### src/core/spsup_consts.svh
// Register offsets, field positions, reset values and counts of the position supervisor.
`ifndef SPSUP_CONSTS_SVH
`define SPSUP_CONSTS_SVH

// Width of the byte address seen on the register bus.
`define SPSUP_ADDR_W 6
// Byte offsets of the registers.
`define SPSUP_REG_CTRL 6'h00
`define SPSUP_REG_CMD 6'h04
`define SPSUP_REG_TIME0 6'h08
`define SPSUP_REG_TIME3 6'h14
`define SPSUP_REG_STATUS 6'h18
`define SPSUP_REG_IRQ_STAT 6'h1C
`define SPSUP_REG_IRQ_MASK 6'h20
// Control register: per unit u, wiring bits at 4*u, protection routing and assembly mode.
`define SPSUP_CTRL_W 10
`define SPSUP_CTRL_RST 10'h033
`define SPSUP_CTRL_UNIT_STRIDE 4
`define SPSUP_CTRL_ON_WIRED 0
`define SPSUP_CTRL_OFF_WIRED 1
`define SPSUP_CTRL_ROUTE 8
`define SPSUP_CTRL_ASSY 9
// Command register: per unit u, close at 2*u and open at 2*u+1.
`define SPSUP_CMD_W 4
// Travel time registers hold clock ticks; index 2*u is close, 2*u+1 is open.
`define SPSUP_TIME_N 4
`define SPSUP_TIME_RST 32'h0000_1000
// Status register: per unit u, a byte at 8*u, plug flag above.
`define SPSUP_STAT_UNIT_STRIDE 8
`define SPSUP_STAT_PLUG 16
// Interrupt bits: per unit u, success at 2*u and failure at 2*u+1, plug change last.
`define SPSUP_IRQ_W 5
`define SPSUP_IRQ_PLUG 4

`endif

### src/core/spsup_pkg.sv
// Types shared by the position supervisor modules.
package spsup_pkg;
	// Validated position code of a switching unit.
	typedef enum logic [1:0] {
		SPSUP_POS_INDET = 2'h0,
		SPSUP_POS_OFF = 2'h1,
		SPSUP_POS_ON = 2'h2,
		SPSUP_POS_DISTURB = 2'h3
	} spsup_pos_e;
	// Travel supervision state of one switching unit.
	typedef enum logic [1:0] {
		SPSUP_IDLE = 2'h0,
		SPSUP_MOVE_ON = 2'h1,
		SPSUP_MOVE_OFF = 2'h2
	} spsup_move_e;
endpackage : spsup_pkg

### src/core/spsup_unit_if.sv
// Interface between the supervisor top and one switching unit.
`timescale 1ns/1ns
`default_nettype none
interface spsup_unit_if;
	import spsup_pkg::*;
	logic close_req, open_req;            // Command requests, level, taken only while idle.
	logic [31:0] t_on, t_off;             // Travel times in clock ticks.
	logic aux_on, aux_off;                // Auxiliary contact inputs.
	logic on_wired, off_wired;            // Which contacts are connected.
	logic withdrawn;                      // Control plug removed.
	spsup_pos_e pos;                      // Validated position code.
	logic fl_closed, fl_open, fl_transit, fl_disturbed;
	logic drive_close, drive_open;        // Command relay drives.
	logic single_mode;                    // Only one contact connected.
	logic ev_ok, ev_fail;                 // One-cycle travel outcome events.
	modport ctrl (output close_req, open_req, t_on, t_off, aux_on, aux_off, on_wired, off_wired, withdrawn,
		input pos, fl_closed, fl_open, fl_transit, fl_disturbed, drive_close, drive_open, single_mode, ev_ok, ev_fail);
	modport unit (input close_req, open_req, t_on, t_off, aux_on, aux_off, on_wired, off_wired, withdrawn,
		output pos, fl_closed, fl_open, fl_transit, fl_disturbed, drive_close, drive_open, single_mode, ev_ok, ev_fail);
endinterface : spsup_unit_if
`default_nettype wire

### src/core/spsup_unit.sv
// Travel timer and position validation of one switching unit.
`timescale 1ns/1ns
`default_nettype none
module spsup_unit
	import spsup_pkg::*;
(
	// Clock and reset.
	input wire logic clk_i,
	input wire logic reset_n_i,
	// Link to the supervisor top.
	spsup_unit_if.unit uif
);

	// Returns the contact-derived end position for one direction, given both contacts and wiring.
	function automatic logic contact_sense(input logic act, input logic oth, input logic act_w, input logic oth_w);
		contact_sense = (act_w && oth_w) ? (act && !oth) : act_w ? act : oth_w ? !oth : 1'b0;
	endfunction : contact_sense

	spsup_move_e state;         // Travel state.
	spsup_move_e next_state;    // Next travel state.
	logic [31:0] timer;         // Remaining travel ticks.
	logic fail;                 // Last travel expired without feedback.

	wire logic contact_on = contact_sense(uif.aux_on, uif.aux_off, uif.on_wired, uif.off_wired);
	wire logic contact_off = contact_sense(uif.aux_off, uif.aux_on, uif.off_wired, uif.on_wired);
	wire logic moving = (state != SPSUP_IDLE);
	wire logic none_wired = !uif.on_wired && !uif.off_wired;
	wire logic done_ok = (state == SPSUP_MOVE_ON && contact_on) || (state == SPSUP_MOVE_OFF && contact_off);
	wire logic expired = moving && (timer == 32'h0) && !done_ok;
	wire logic start_on = !moving && !uif.withdrawn && uif.close_req;
	wire logic start_off = !moving && !uif.withdrawn && !uif.close_req && uif.open_req;
	wire logic [31:0] load_on = (uif.t_on == 32'h0) ? 32'h0 : uif.t_on - 32'h1;
	wire logic [31:0] load_off = (uif.t_off == 32'h0) ? 32'h0 : uif.t_off - 32'h1;

	// A removed plug aborts travel; a running travel ends on feedback or expiry.
	assign next_state = uif.withdrawn ? SPSUP_IDLE :
		(moving && (done_ok || expired)) ? SPSUP_IDLE :
		start_on ? SPSUP_MOVE_ON : start_off ? SPSUP_MOVE_OFF : state;

	// Position priority: no contact, plug removed, travel, failure, contacts.
	assign uif.pos = none_wired ? SPSUP_POS_DISTURB :
		uif.withdrawn ? SPSUP_POS_OFF :
		moving ? SPSUP_POS_INDET :
		fail ? SPSUP_POS_DISTURB :
		contact_on ? SPSUP_POS_ON :
		contact_off ? SPSUP_POS_OFF : SPSUP_POS_DISTURB;
	// Flags follow the code, so transit and disturbed never meet.
	assign uif.fl_closed = (uif.pos == SPSUP_POS_ON);
	assign uif.fl_open = (uif.pos == SPSUP_POS_OFF);
	assign uif.fl_transit = (uif.pos == SPSUP_POS_INDET);
	assign uif.fl_disturbed = (uif.pos == SPSUP_POS_DISTURB);
	// Drives stand only during travel and stop at once on feedback.
	assign uif.drive_close = (state == SPSUP_MOVE_ON) && !done_ok && !uif.withdrawn;
	assign uif.drive_open = (state == SPSUP_MOVE_OFF) && !done_ok && !uif.withdrawn;
	assign uif.single_mode = uif.on_wired ^ uif.off_wired;
	assign uif.ev_ok = moving && done_ok && !uif.withdrawn;
	assign uif.ev_fail = expired && !uif.withdrawn;

	// State, timer and failure latch.
	always_ff @(posedge clk_i or negedge reset_n_i) begin
		if (!reset_n_i) begin
			state <= SPSUP_IDLE;
			timer <= 32'h0;
			fail <= 1'b0;
		end else begin
			state <= next_state;
			timer <= start_on ? load_on : start_off ? load_off : (timer != 32'h0) ? timer - 32'h1 : timer;
			fail <= (start_on || start_off) ? 1'b0 : (fail || uif.ev_fail);
		end
	end

	transit_excl_a: assert property (@(posedge clk_i) disable iff (!reset_n_i) !(uif.fl_transit && uif.fl_disturbed))
		else $error("transit and disturbed both set");
	close_ok_a: assert property (@(posedge clk_i) disable iff (!reset_n_i)
		(state == SPSUP_MOVE_ON && contact_on && !uif.withdrawn) |=> (state == SPSUP_IDLE && !uif.drive_close))
		else $error("close feedback did not end travel");
	open_fail_a: assert property (@(posedge clk_i) disable iff (!reset_n_i)
		(state == SPSUP_MOVE_OFF && timer == 32'h0 && !contact_off && !uif.withdrawn) |=> (fail && !moving))
		else $error("open expiry did not flag failure");
	drive_len_a: assert property (@(posedge clk_i) disable iff (!reset_n_i)
		(moving && timer == 32'h0) |=> (!uif.drive_close && !uif.drive_open))
		else $error("drive held past travel time");
	withdrawn_off_a: assert property (@(posedge clk_i) disable iff (!reset_n_i)
		(uif.withdrawn && !none_wired) |-> (uif.pos == SPSUP_POS_OFF && !uif.drive_open && !uif.drive_close))
		else $error("withdrawn unit not forced open");
	withdrawn_hold_a: assert property (@(posedge clk_i) disable iff (!reset_n_i)
		uif.withdrawn |=> !moving)
		else $error("withdrawn unit accepted a command");
	unwired_dist_a: assert property (@(posedge clk_i) disable iff (!reset_n_i)
		none_wired |-> uif.pos == SPSUP_POS_DISTURB)
		else $error("unwired unit not disturbed");
	timer_count_a: assert property (@(posedge clk_i) disable iff (!reset_n_i)
		(moving && timer != 32'h0 && next_state != SPSUP_IDLE) |=> timer == $past(timer) - 32'h1)
		else $error("travel timer did not count down");

endmodule : spsup_unit
`default_nettype wire

### src/core/spsup_top.sv
// Switchgear position supervisor: register slave, interrupts and two switching units.
`include "spsup_consts.svh"
`timescale 1ns/1ns
`default_nettype none
module spsup_top
	import spsup_pkg::*;
(
	// Clock and reset.
	input wire logic clk_i,
	input wire logic reset_n_i,
	// Avalon-MM register slave.
	input wire logic [`SPSUP_ADDR_W-1:0] avs_address_i,
	input wire logic avs_read_i,
	input wire logic avs_write_i,
	input wire logic [31:0] avs_writedata_i,
	input wire logic [3:0] avs_byteenable_i,
	output logic [31:0] avs_readdata_o,
	output logic avs_waitrequest_o,
	// Auxiliary contacts of the switch (unit 0) and truck (unit 1).
	input wire logic sw_aux_on_i,
	input wire logic sw_aux_off_i,
	input wire logic trk_aux_on_i,
	input wire logic trk_aux_off_i,
	// Control plug sense and protection commands.
	input wire logic plug_removed_i,
	input wire logic prot_close_i,
	input wire logic prot_open_i,
	// Command relay drives.
	output logic sw_close_drive_o,
	output logic sw_open_drive_o,
	output logic trk_close_drive_o,
	output logic trk_open_drive_o,
	// Position and indications.
	output logic [1:0] sw_pos_o,
	output logic [1:0] trk_pos_o,
	output logic plug_withdrawn_o,
	output logic irq_o
);

	////////////////////////////////////////////////////////////////////////////////
	// Helpers.

	// Merges write data into an old word under the byte enables.
	function automatic logic [31:0] be_merge(input logic [31:0] old, input logic [31:0] wd, input logic [3:0] be);
		be_merge = old;
		for (int b = 0; b < 4; b++) begin
			if (be[b]) begin
				be_merge[8*b +: 8] = wd[8*b +: 8];
			end
		end
	endfunction : be_merge

	////////////////////////////////////////////////////////////////////////////////
	// Register storage.

	logic [`SPSUP_CTRL_W-1:0] ctrl;              // Wiring, routing and assembly mode.
	logic [31:0] time_reg [`SPSUP_TIME_N];       // Travel times, close then open per unit.
	logic [`SPSUP_CMD_W-1:0] cmd_pulse;          // One-cycle software commands.
	logic [`SPSUP_IRQ_W-1:0] irq_stat;           // Sticky event bits.
	logic [`SPSUP_IRQ_W-1:0] irq_mask;           // Interrupt enables.
	logic plug_q;                                // Plug state seen last cycle.
	logic [31:0] status_q;                       // Registered status word.

	// Bus handshake: one wait cycle, then the request is accepted.
	wire logic bus_req = avs_read_i || avs_write_i;
	wire logic wr_fire = avs_write_i && !avs_waitrequest_o;
	wire logic rd_fire = avs_read_i && !avs_waitrequest_o;
	wire logic sel_ctrl = (avs_address_i == `SPSUP_REG_CTRL);
	wire logic sel_cmd = (avs_address_i == `SPSUP_REG_CMD);
	wire logic sel_time = (avs_address_i >= `SPSUP_REG_TIME0) && (avs_address_i <= `SPSUP_REG_TIME3)
		&& (avs_address_i[1:0] == 2'h0);
	wire logic sel_status = (avs_address_i == `SPSUP_REG_STATUS);
	wire logic sel_istat = (avs_address_i == `SPSUP_REG_IRQ_STAT);
	wire logic sel_imask = (avs_address_i == `SPSUP_REG_IRQ_MASK);
	wire logic [1:0] time_idx = 2'(avs_address_i[`SPSUP_ADDR_W-1:2] - `SPSUP_REG_TIME0 / 4);
	wire logic [31:0] wr_word = be_merge(32'h0, avs_writedata_i, avs_byteenable_i);
	// Merged words for the narrow registers; the spare upper bits are cut off when stored.
	wire logic [31:0] ctrl_wr = be_merge({22'h0, ctrl}, avs_writedata_i, avs_byteenable_i);
	wire logic [31:0] imask_wr = be_merge({27'h0, irq_mask}, avs_writedata_i, avs_byteenable_i);

	// Read selection; unmapped addresses read as zero.
	wire logic [31:0] rd_mux = sel_ctrl ? {22'h0, ctrl} :
		sel_time ? time_reg[time_idx] :
		sel_status ? status_q :
		sel_istat ? {27'h0, irq_stat} :
		sel_imask ? {27'h0, irq_mask} : 32'h0;

	////////////////////////////////////////////////////////////////////////////////
	// Switching units.

	spsup_unit_if u_if [2] ();    // One link per unit.
	logic [1:0] ev_ok;             // Travel succeeded, per unit.
	logic [1:0] ev_fail;           // Travel expired, per unit.
	logic [7:0] unit_stat [2];     // Status byte per unit.
	spsup_pos_e unit_pos [2];      // Own position per unit.
	logic [1:0] drv_close;         // Close drives per unit.
	logic [1:0] drv_open;          // Open drives per unit.

	// Protection commands join the switch unit's requests only when routing is on.
	wire logic route_en = ctrl[`SPSUP_CTRL_ROUTE];
	wire logic [1:0] aux_on_in = {trk_aux_on_i, sw_aux_on_i};
	wire logic [1:0] aux_off_in = {trk_aux_off_i, sw_aux_off_i};
	wire logic [1:0] prot_close_in = {1'b0, prot_close_i && route_en};
	wire logic [1:0] prot_open_in = {1'b0, prot_open_i && route_en};

	for (genvar u = 0; u < 2; u++) begin : g_unit
		// Feed the unit its configuration, contacts and requests.
		assign u_if[u].close_req = cmd_pulse[2*u] || prot_close_in[u];
		assign u_if[u].open_req = cmd_pulse[2*u+1] || prot_open_in[u];
		assign u_if[u].t_on = time_reg[2*u];
		assign u_if[u].t_off = time_reg[2*u+1];
		assign u_if[u].aux_on = aux_on_in[u];
		assign u_if[u].aux_off = aux_off_in[u];
		assign u_if[u].on_wired = ctrl[`SPSUP_CTRL_UNIT_STRIDE*u + `SPSUP_CTRL_ON_WIRED];
		assign u_if[u].off_wired = ctrl[`SPSUP_CTRL_UNIT_STRIDE*u + `SPSUP_CTRL_OFF_WIRED];
		// Only the switch carries the plug; the truck itself is not forced.
		assign u_if[u].withdrawn = (u == 0) ? plug_removed_i : 1'b0;
		// Collect results.
		assign ev_ok[u] = u_if[u].ev_ok;
		assign ev_fail[u] = u_if[u].ev_fail;
		assign unit_pos[u] = u_if[u].pos;
		assign drv_close[u] = u_if[u].drive_close;
		assign drv_open[u] = u_if[u].drive_open;
		assign unit_stat[u] = {1'b0, u_if[u].single_mode, u_if[u].fl_disturbed, u_if[u].fl_transit,
			u_if[u].fl_open, u_if[u].fl_closed, u_if[u].pos};

		spsup_unit u_unit (
			.clk_i(clk_i),
			.reset_n_i(reset_n_i),
			.uif(u_if[u])
		);
	end

	// Composite position of the assembly: a removed plug wins, then any fault, then any travel, then both closed.
	wire logic any_dist = (unit_pos[0] == SPSUP_POS_DISTURB) || (unit_pos[1] == SPSUP_POS_DISTURB);
	wire logic any_indet = (unit_pos[0] == SPSUP_POS_INDET) || (unit_pos[1] == SPSUP_POS_INDET);
	wire logic both_on = (unit_pos[0] == SPSUP_POS_ON) && (unit_pos[1] == SPSUP_POS_ON);
	// A removed plug shows the switch's own forced position on both units.
	wire spsup_pos_e comp_pos = plug_removed_i ? unit_pos[0] :
		any_dist ? SPSUP_POS_DISTURB : any_indet ? SPSUP_POS_INDET :
		both_on ? SPSUP_POS_ON : SPSUP_POS_OFF;
	wire logic assy_mode = ctrl[`SPSUP_CTRL_ASSY];
	// A removed plug forces open even the composite view while the switch has a contact wired.
	wire spsup_pos_e shown_sw = assy_mode ? comp_pos : unit_pos[0];
	wire spsup_pos_e shown_trk = assy_mode ? comp_pos : unit_pos[1];

	// Events for the sticky status, including each plug change.
	wire logic plug_change = plug_q ^ plug_removed_i;
	wire logic [`SPSUP_IRQ_W-1:0] irq_events = {plug_change, ev_fail[1], ev_ok[1], ev_fail[0], ev_ok[0]};
	// Only the bits that were returned to software are cleared, so a fresh event survives.
	wire logic [`SPSUP_IRQ_W-1:0] irq_clear = (rd_fire && sel_istat) ? avs_readdata_o[`SPSUP_IRQ_W-1:0] :
		{`SPSUP_IRQ_W{1'b0}};
	wire logic [`SPSUP_IRQ_W-1:0] next_irq_stat = (irq_stat & ~irq_clear) | irq_events;
	wire logic [31:0] next_status = {15'h0, plug_removed_i, unit_stat[1], unit_stat[0]};

	////////////////////////////////////////////////////////////////////////////////
	// Bus handshake and read data.

	// Waitrequest drops for exactly one cycle per request; read data is captured with it.
	always_ff @(posedge clk_i or negedge reset_n_i) begin
		if (!reset_n_i) begin
			avs_waitrequest_o <= 1'b1;
			avs_readdata_o <= 32'h0;
		end else begin
			avs_waitrequest_o <= !(avs_waitrequest_o && bus_req);
			if (avs_waitrequest_o && avs_read_i) begin
				avs_readdata_o <= rd_mux;
			end
		end
	end

	////////////////////////////////////////////////////////////////////////////////
	// Control registers.

	// Configuration writes take effect on the accepting edge.
	always_ff @(posedge clk_i or negedge reset_n_i) begin
		if (!reset_n_i) begin
			ctrl <= `SPSUP_CTRL_RST;
			irq_mask <= {`SPSUP_IRQ_W{1'b0}};
		end else if (wr_fire && sel_ctrl) begin
			ctrl <= ctrl_wr[`SPSUP_CTRL_W-1:0];
		end else if (wr_fire && sel_imask) begin
			irq_mask <= imask_wr[`SPSUP_IRQ_W-1:0];
		end
	end

	// Travel time table, addressed by index.
	always_ff @(posedge clk_i or negedge reset_n_i) begin
		if (!reset_n_i) begin
			for (int i = 0; i < `SPSUP_TIME_N; i++) begin
				time_reg[i] <= `SPSUP_TIME_RST;
			end
		end else if (wr_fire && sel_time) begin
			time_reg[time_idx] <= be_merge(time_reg[time_idx], avs_writedata_i, avs_byteenable_i);
		end
	end

	// Command writes become one-cycle requests; a busy or withdrawn unit ignores them.
	always_ff @(posedge clk_i or negedge reset_n_i) begin
		if (!reset_n_i) begin
			cmd_pulse <= {`SPSUP_CMD_W{1'b0}};
		end else begin
			cmd_pulse <= (wr_fire && sel_cmd) ? wr_word[`SPSUP_CMD_W-1:0] : {`SPSUP_CMD_W{1'b0}};
		end
	end

	////////////////////////////////////////////////////////////////////////////////
	// Status, interrupts and outputs.

	// Sticky interrupt bits; a set in the clearing cycle wins.
	always_ff @(posedge clk_i or negedge reset_n_i) begin
		if (!reset_n_i) begin
			irq_stat <= {`SPSUP_IRQ_W{1'b0}};
			plug_q <= 1'b0;
			irq_o <= 1'b0;
			status_q <= 32'h0;
		end else begin
			irq_stat <= next_irq_stat;
			plug_q <= plug_removed_i;
			irq_o <= |(next_irq_stat & irq_mask);
			status_q <= next_status;
		end
	end

	// Output registers for drives and positions.
	always_ff @(posedge clk_i or negedge reset_n_i) begin
		if (!reset_n_i) begin
			sw_close_drive_o <= 1'b0;
			sw_open_drive_o <= 1'b0;
			trk_close_drive_o <= 1'b0;
			trk_open_drive_o <= 1'b0;
			sw_pos_o <= SPSUP_POS_INDET;
			trk_pos_o <= SPSUP_POS_INDET;
			plug_withdrawn_o <= 1'b0;
		end else begin
			sw_close_drive_o <= drv_close[0];
			sw_open_drive_o <= drv_open[0];
			trk_close_drive_o <= drv_close[1];
			trk_open_drive_o <= drv_open[1];
			sw_pos_o <= shown_sw;
			trk_pos_o <= shown_trk;
			plug_withdrawn_o <= plug_removed_i;
		end
	end

	////////////////////////////////////////////////////////////////////////////////
	// Checks.

	plug_flag_a: assert property (@(posedge clk_i) disable iff (!reset_n_i)
		plug_removed_i |=> plug_withdrawn_o)
		else $error("plug withdrawn not indicated");
	plug_force_a: assert property (@(posedge clk_i) disable iff (!reset_n_i)
		(plug_removed_i && !assy_mode && (ctrl[1:0] != 2'h0)) |=> sw_pos_o == SPSUP_POS_OFF)
		else $error("withdrawn switch not shown open");
	assy_same_a: assert property (@(posedge clk_i) disable iff (!reset_n_i)
		assy_mode |=> sw_pos_o == trk_pos_o)
		else $error("assembly units disagree");
	route_off_a: assert property (@(posedge clk_i) disable iff (!reset_n_i)
		(!route_en && cmd_pulse == 4'h0) |-> !u_if[0].close_req && !u_if[0].open_req)
		else $error("protection command routed while disabled");
	irq_level_a: assert property (@(posedge clk_i) disable iff (!reset_n_i)
		##1 irq_o == |($past(next_irq_stat) & $past(irq_mask)))
		else $error("interrupt does not follow masked status");
	wait_one_a: assert property (@(posedge clk_i) disable iff (!reset_n_i)
		!avs_waitrequest_o |=> avs_waitrequest_o)
		else $error("waitrequest low for more than one cycle");

endmodule : spsup_top
`default_nettype wire

### config.mk
export PLATFORM = sky130hd
export DESIGN_NAME = spsup_top
export DESIGN_NICKNAME = d
export VERILOG_FILES = /design/src/core/spsup_pkg.sv /design/src/core/spsup_unit_if.sv /design/src/core/spsup_unit.sv /design/src/core/spsup_top.sv
export VERILOG_INCLUDE_DIRS = /design/src /design/src/core
export SDC_FILE = /design/constraint.sdc
export NUM_CORES = 1
export LEC_CHECK = 0
export BUFFER_PORTS_ARGS = -buffer_cell sky130_fd_sc_hd__buf_2
export CAP_MARGIN = 40
export CORE_AREA = 8 8 263 265
export CTS_BUF_LIST = sky130_fd_sc_hd__clkbuf_4 sky130_fd_sc_hd__clkbuf_8
export DETAILED_ROUTE_END_ITERATION = 8
export DIE_AREA = 0 0 271 273
export SLEW_MARGIN = 20
export SYNTH_ARGS = -nofsm -noshare
export SYNTH_HDL_FRONTEND = slang
export SYNTH_SLANG_ARGS = --single-unit
### constraint.sdc
create_clock -name clk_i -period 3.7 [get_ports clk_i]
set_clock_uncertainty 0.15 [all_clocks]
set_input_delay 0.74 -clock clk_i [delete_from_list [all_inputs] [get_ports clk_i]]
set_output_delay 0.74 -clock clk_i [all_outputs]
set_load 0.02 [all_outputs]
# After elaboration in Yosys (flattened, before gate mapping)
# Cells that the tools add are included.
# Widths: inputs -> output; s select.
# word_totals
regBits,280
latchBits,0
ram_bits,0
mem_bits_ro,0
in_bits,53
output_inout_bits,43
word_cells,232
memories,0
# classes
n_addsub,7
mul,0
n_div,0
n_lt_le_gt_ge,4
n_eq_ne,14
shift,0
mux,70
n_bitwise,9
reduce_logical,102
# ops
operator,count
$mux 32,15
$logic_not 32->1,6
$sub 32x1->32 const B,6
$bwmux 128,1
$bmux 32 s2,1
$demux 32 s2,1
$mux 8,8
$reduce_bool 32->1,2
$logic_and 1x1->1,50
$mux 2,24
$logic_not 1->1,17
$mux 17,1
$mux 5,3
$mux 1,14
$logic_or 1x1->1,13
$eq 2x2->1 const B,6
$eq 6x5->1 const B,2
$and 5x5->5,2
$reduce_bool 3->1,3
$eq 2x1->1 const B,4
$mux 4,2
$eq 6x3->1 const B,1
$eq 6x6->1 const B,1
$ge 6x4->1 const B,1
16 further kinds,22

# Logic depth before layout (Yosys ltp)
# Gate-level depths: netlist of the first run.
# logic_depth
depth_word,17
mapped_depth,11
ltp_nobuf,9

# Cells and area by module
# Synthesis of the first run repeated with hierarchy kept, for this count alone.
# unflattened
hier_cells,1690
hier_area_um2,16100.4
# by_module_without_submodules
module,instances,cells_each,area_each_um2
spsup_top,1,741,8715.9
spsup_unit (g_unit[0].u_unit),1,477,3707.3
spsup_unit (g_unit[1].u_unit),1,472,3677.3

# Worst setup path before layout of the first run
# OpenSTA, ideal clock, no wires.
# synth_path
path_kind,input-to-reg
start,in avs_address_i[1]
end,"reg time_reg, in the netlist u_if[0].t_off[12]"
t_arrival_ns,2.707
required_ns,3.477
setup_slack_ns,0.769
cell_stages,9
n_path_buf,3
cell_sequence,or2_2 nor3_1 and2_0 clkbuf_1 nor2b_1 clkbuf_1 clkbuf_1 nor2_1 a21oi_1
# synth_via
elab_chain_len,4
elab_cells_between_ends,6
cone_classes,2 x order compare; 4 x reduce/logical
# synth_lines
element,line_no,source
"start, declared",spsup_top.sv:12,"input wire logic [`SPSUP_ADDR_W-1:0] avs_address_i,"
$ge 6x4->1 (no source line) or $le 6x5->1 (tied branches),--,
$logic_and 1x1->1,spsup_top.sv:70,wire logic sel_time = (avs_address_i >= `SPSUP_REG_TIME0) && (avs_address_i <= `SPSUP_REG_TIME3)
$logic_and 1x1->1 *,spsup_top.sv:70,
$logic_and 1x1->1 *,spsup_top.sv:193,end else if (wr_fire && sel_time) begin
"end signal, assigned by index",spsup_top.sv:191,time_reg[i] <= `SPSUP_TIME_RST;
"end signal, assigned by index",spsup_top.sv:194,"time_reg[time_idx] <= be_merge(time_reg[time_idx], avs_writedata_i, avs_byteenable_i);"
"end, declared",spsup_top.sv:57,logic [31:0] time_reg [`SPSUP_TIME_N];
# Mark *: on every way between the ends. The rest lies on a longest branch, timed or not.
# A chain may end at the register's enable or synchronous reset.

# Worst setup path after layout of the first run
# layout_path
start,"reg time_reg, in the netlist u_if[0].t_on[11]"
end,reg g_unit[0].u_unit.timer[29]
# layout_via
elab_chain_len,3
elab_cells_between_ends,4
cone_classes,1 x add/sub; 2 x mux; 1 x reduce/logical
# layout_lines
element,line_no,source
$sub 32x1->32 or $logic_not 32->1 (tied branches),spsup_unit.sv:32,wire logic [31:0] load_on = (uif.t_on == 32'h0) ? 32'h0 : uif.t_on - 32'h1;
$mux 32 *,spsup_unit.sv:32,
$mux 32 *,spsup_unit.sv:67,timer <= start_on ? load_on : start_off ? load_off : (timer != 32'h0) ? timer - 32'h1 : timer;
"end signal, assigned",spsup_unit.sv:67,
"end, declared",spsup_unit.sv:21,logic [31:0] timer;
# Marked as above.

==> impl_metrics.tcl, run 1 <==
set metrics [dict create \
    ioPinCount 96 \
    viasPerCell 5.210 \
    cts_buffers 47 \
    cts_tree "built" \
    cp.required_ns 4.00 \
    synth_enable_flop_cells 0 \
    via_count 14140 \
    areaGrowthSynthToFinish_pct 16.76 \
    hp-class "in -> async" \
    yosys_warnings 0 \
    tightest_slew_ns 0.9661 \
    crit_start "u_if[0].t_on[11]$_DFFE_PN0P_" \
    ys.flop_type "dfrtp_1" \
    fillers 6761 \
    die_h_um 273 \
    postLayoutCellArea_um2 18770 \
    firstDrtPassIters 5 \
    finalSetupViolCount 0 \
    grt_max_degree 89 \
    synthArstFlopShare_pct 100.0 \
    grt_pass1_wl_um 83760 \
    slew_violations 0 \
    mostFrequentLayoutCells "270 x dfrtp_1, 183 x nand2_1, 159 x nor2_1" \
    finalCritPeriodShare_pct 90.26 \
    status "finished, final reports clean" \
    die-area_um2 73980 \
    ys_seq_elements 279 \
    clk_latency_ns 0.61 \
    power.total_mw 10.74 \
    clk_pin_slew_ns 0.07 \
    finalCriticalPeriod_ns 3.340 \
    timing.rr.end "g_unit[0].u_unit.timer[29]$_DFFE_PN0P_" \
    first_iter_violations 1608 \
    htree_num_levels 2 \
    grt_setup_unrepaired "no" \
    wirelength_um 54200 \
    fmax_mhz 299.4 \
    post-dp-hpwl_um 41200 \
    cts_sinks 279 \
    slew_headroom_pct 35.00 \
    postCtsSetupBuffers 0 \
    seq_area_frac_synth_pct 43.49 \
    crit_type "reg -> reg" \
    hold_violations 0 \
    num_rows 94 \
    root_buffer "clkbuf_8" \
    place_area_um2 17700 \
    ant_nets 0 \
    routedWlPerCell_um 19.97 \
    gp_congestion 0.8984 \
    nNetsFinal 1879 \
    ff2ff_setup_slack_ns 0.36 \
    crit_path_max_fanout 6 \
    cts_resized 0 \
    overflow 0 \
    crit_path_start_kind "flop" \
    fin_ws_ns 0.3604 \
    syn_area_per_cell_um2 9.375 \
    p_leak_nw 8.298 \
    syn_area_um2 16080 \
    fp.dieW_um 271 \
    synth.distinct_cells 80 \
    synth_nets 1784 \
    ir_drop_mv 0.2389 \
    end_kind "flop" \
    grt_usage_pct 14.10 \
    layout-drive-gt1-share_pct 17.25 \
    portBuffers 95 \
    cap_violations 0 \
    crit_path_end "g_unit[0].u_unit.timer[29]$_DFFE_PN0P_" \
    start_util_pct 24.72 \
    first_global_vias 13860 \
    core_area_um2 65040 \
    worstReg2RegStart "u_if[0].t_on[11]$_DFFE_PN0P_" \
    final_util_pct 28.86 \
    setup_tns_ns 0 \
    clock_path_buffers 3 \
    critPathArrivalTime_ns 3.64 \
    antenna_found_initial 2 \
    pre_cts_ws_ns 0.4391 \
    rr_worst_depth 7 \
    synth_cells 1715 \
    holdBufCountCts 0 \
    final_common_cell "dfrtp_1" \
    power_density_nw_per_um2 572.0 \
    drcViolationCount 0 \
]
-- per-stage QoR --
step,std cells,hold WS [ns]
5_1_grt,2714,0.05545
6_report,2714,0.02656
2_1_floorplan,1715,0.2944
4_1_cts,2713,0.02586
3_5_place_dp,2625,0.3147
3_3_place_gp,2624,0.3145
-- metal layers --
metal / track usage [%] / routed length (um)
met4: 5.128 / 1815
met3: 1.495 / 2856
met2: 23.81 / 26190
met1: 18.60 / 23330
met5: 0 / 0
-- worst min path at each step --
| stage | from | endpoint | cells past startpoint |
|---|---|---|---|
| after global routing | reset_n_i | avs_readdata_o[5]$_DFFE_PN0P_ | 1 |
| after global placement | avs_readdata_o[7]$_DFFE_PN0P_ | avs_readdata_o[7]$_DFFE_PN0P_ | 2 |
| after CTS | reset_n_i | avs_readdata_o[8]$_DFFE_PN0P_ | 1 |
| final | reset_n_i | avs_readdata_o[11]$_DFFE_PN0P_ | 1 |
| after floorplan | reset_n_i | avs_readdata_o[0]$_DFFE_PN0P_ | 0 |
| after detailed placement | avs_readdata_o[8]$_DFFE_PN0P_ | avs_readdata_o[8]$_DFFE_PN0P_ | 2 |
-- report_power, final --
group,switching [mW],internal [mW],leakage (nW)
clock network,1.33,1.80,0.576
registers,0.596,3.54,3.68
logic,2.03,1.45,4.04
total,3.96,6.78,8.30
-- cells by family after synthesis --
group / share of synthesized area (%)
buffers and inverters: 3.097
multiplexers: 7.650
flip-flops: 43.49
XOR/XNOR: 7.953
adder cells (fa/ha/maj): 1.245
AO/OA/AOI/OAI: 15.93
AND/OR/NAND/NOR: 20.63
-- worst max-delay path, cell delays in order, from the launching register on --
cell,delay (ns)
dfrtp_1,0.45
or4_1,0.66
nor4b_4,0.49
nand2_1,0.28
or4_1,0.59
xor2_1,0.26
o32ai_1,0.14
nand3b_1,0.18
-- state kept, by name, summed over array words and instances, names as in the netlist, 2 cells and up --
name / cells
u_if.t_on: 64
irq_stat: 5
g_unit.u_unit.timer: 64
ctrl: 10
g_unit.u_unit.state: 4
sw_pos_o: 2
g_unit.u_unit.fail: 2
u_if.t_off: 64
irq_mask: 5
avs_readdata_o: 32
trk_pos_o: 2
cmd_pulse: 4
status_q: 15
-- final cells by class --
type / count / area, um^2 / area share (%)
Sequential cell: 279 / 6993 / 37.25
Antenna cell: 1 / 2.502 / 0.01333
Clock inverter: 8 / 103.9 / 0.5532
Multi-Input combinational cell: 1311 / 8611 / 45.87
Inverter: 28 / 105.1 / 0.5599
Clock buffer: 80 / 969.7 / 5.166
Timing Repair Buffer: 143 / 905.9 / 4.826
Tap cell: 864 / 1081 / 5.759
-- cells in the mapped netlist, drive strengths merged (10+ instances only) --
cell type | n | area, um^2
dfrtp | 270 | 6756
nand2 | 186 | 700.7
nor2 | 159 | 596.8
o21ai | 149 | 745.7
a21oi | 94 | 470.5
xor2 | 81 | 709.4
clkbuf | 76 | 285.3
xnor2 | 65 | 569.3
nor3 | 62 | 331.6
nor4 | 55 | 392.9
or3 | 39 | 249.0
o22ai | 38 | 237.7
or4 | 38 | 289.0
mux2i | 37 | 370.4
mux4 | 32 | 724.4
inv | 28 | 105.1
a22oi | 26 | 195.2
nand3 | 26 | 130.1
buf | 21 | 107.6
a22o | 18 | 157.7
ha | 16 | 200.2
and2 | 15 | 93.84
or2 | 15 | 93.84
mux2 | 12 | 135.1
a21o | 11 | 82.58
a31oi | 10 | 62.56
nand2b | 10 | 62.56
Note: power is estimated with default switching activity, not from simulation.
==> inputs of run 2 (changes only) <==
--- a/config.mk
+++ b/config.mk
@@ -9,7 +9,7 @@
 export BUFFER_PORTS_ARGS = -buffer_cell sky130_fd_sc_hd__buf_2
 export CAP_MARGIN = 40
 export CORE_AREA = 8 8 263 265
-export CTS_BUF_LIST = sky130_fd_sc_hd__clkbuf_4 sky130_fd_sc_hd__clkbuf_8
+export CTS_BUF_LIST = sky130_fd_sc_hd__clkbuf_8
 export DETAILED_ROUTE_END_ITERATION = 8
 export DIE_AREA = 0 0 271 273
 export SLEW_MARGIN = 20
==> run 2 against run 1 <==
Compared with the run above:
- maximum frequency increased by 0.69%
- via count shrank 0.59%
- design area fell by 0.42%
- worst hold slack worse by 0.010 ns
- largest cell class unchanged
- highest routed layer unchanged
- setup slack improved by 0.023 ns
==> impl_metrics.tcl, run 2 (synthesis results as in run 1) <==
set metrics [dict create \
    status "finished, final reports clean" \
    mostFrequentLayoutCells "270 x dfrtp_1, 183 x nand2_1, 159 x nor2_1" \
    tightest_slew_ns 0.9009 \
    cts_sinks 279 \
    fmax_mhz 301.5 \
    postCtsSetupBuffers 0 \
    hold_violations 0 \
    ant_nets 0 \
    timing.rr.end "g_unit[0].u_unit.timer[29]$_DFFE_PN0P_" \
    gr-usage-met3_pct 1.503 \
    power_density_nw_per_um2 563.1 \
    layout-drive-gt1-share_pct 16.12 \
    fin_ws_ns 0.3833 \
    final_common_cell "dfrtp_1" \
    crit_chain "or4_1 > nor4b_4 > nand2_1 > or4_1 > xor2_1 > o32ai_1 > nand3b_1" \
    firstDrtPassIters 5 \
    routedWlPerCell_um 19.95 \
    end_kind "flop" \
    fillers 6767 \
    slew_headroom_pct 39.38 \
    root_buffer "clkbuf_8" \
    fp.dieW_um 271 \
    drcViolationCount 0 \
    grt_usage_pct 14.10 \
    ff2ff_setup_slack_ns 0.38 \
    crit_type "reg -> reg" \
    post-dp-hpwl_um 41200 \
    worst-path-stages 7 \
    first_global_vias 13870 \
    finalCriticalPeriod_ns 3.317 \
    via_count 14060 \
    first_iter_violations 1523 \
    grt_use_met1_pct 18.60 \
    crit_path_end "g_unit[0].u_unit.timer[29]$_DFFE_PN0P_" \
    portBuffers 95 \
    cp.required_ns 4.00 \
    viasPerCell 5.179 \
    critPathBufInv 0 \
    htree_num_levels 2 \
    use_met2_pct 23.88 \
    gp_congestion 0.8984 \
    clk_pin_slew_ns 0.06 \
    finalSetupViolCount 0 \
    crit_path_start_kind "flop" \
    p_leak_nw 8.314 \
    core_area_um2 65040 \
    holdBufCountCts 0 \
    gr-max-usage-layer "met2" \
    postLayoutCellArea_um2 18690 \
    worst_path_max_delay_cell "or4_1" \
    slowest_delay_ns 0.66 \
    die_h_um 273 \
    critPathArrivalTime_ns 3.62 \
    cpMostUsedCell "or4_1" \
    num_rows 94 \
    slew_violations 0 \
    grt_max_degree 89 \
    pre_cts_ws_ns 0.4391 \
    cap_violations 0 \
    overflow 0 \
    clk_latency_ns 0.61 \
    clock_path_buffers 3 \
    place_area_um2 17700 \
    worstReg2RegStart "u_if[0].t_on[11]$_DFFE_PN0P_" \
    rr_worst_depth 7 \
    cts_buffers 47 \
    antenna_found_initial 2 \
    nNetsFinal 1879 \
    crit_start "u_if[0].t_on[11]$_DFFE_PN0P_" \
    crit_path_max_fanout 6 \
    ioPinCount 96 \
    cts_tree "built" \
    areaGrowthSynthToFinish_pct 16.26 \
    ir_drop_mv 0.2395 \
    grt_pass1_wl_um 83750 \
    start_util_pct 24.72 \
    hp-class "in -> async" \
    finalCritPeriodShare_pct 89.64 \
    critPathTopFamily "simple AND/OR/NAND/NOR gates" \
    setup_tns_ns 0 \
    wirelength_um 54130 \
    cts_resized 0 \
    die-area_um2 73980 \
    grt_setup_unrepaired "no" \
]
[run 2: changes by cell type in the layout (fill, tap and decap cells not counted), sizes merged]
cell,previous run,this run
inv,31,52
clkbuf,80,59
[run 2: where the power goes]
group          internal (mW)  switching [mW]
combinational           1.45            2.02
sequential              3.54           0.597
clock                   1.58            1.34
[run 2: worst min path at each step]
stage                                              from                             to  cells after the start
after global placement    avs_readdata_o[7]$_DFFE_PN0P_  avs_readdata_o[7]$_DFFE_PN0P_                      2
after global routing                          reset_n_i  avs_readdata_o[6]$_DFFE_PN0P_                      1
after floorplan                               reset_n_i  avs_readdata_o[0]$_DFFE_PN0P_                      0
after detailed placement  avs_readdata_o[8]$_DFFE_PN0P_  avs_readdata_o[8]$_DFFE_PN0P_                      2
after CTS                                     reset_n_i  avs_readdata_o[9]$_DFFE_PN0P_                      1
final                                         reset_n_i  avs_readdata_o[5]$_DFFE_PN0P_                      1
[run 2: layer usage]
metal	wire, um	vias to the layer above
li1	-	6461
met1	23000	6998
met2	26260	500
met3	3132	97
met4	1740	0
met5	0	-
[run 2: metrics by stage]
step,util (%),hold slack (ns),power [mW],std cells
5_1_grt,28.74,0.05681,11.13,2714
6_report,28.74,0.01613,10.53,2714
2_1_floorplan,-,0.2944,6.471,1715
4_1_cts,28.74,0.02405,10.55,2713
3_3_place_gp,27.20,0.3145,7.538,2624
3_5_place_dp,27.21,0.3147,7.569,2625
[run 2: cell type report]
cell class / instances / area, um^2 / area share (%)
timing repair buffer: 143 / 905.9 / 4.846
clock inverter: 29 / 182.7 / 0.9772
tap: 864 / 1081 / 5.783
inverter: 28 / 105.1 / 0.5623
multi-input combinational: 1311 / 8611 / 46.06
antenna: 1 / 2.502 / 0.01339
sequential: 279 / 6993 / 37.41
clock buffer: 59 / 812.0 / 4.344
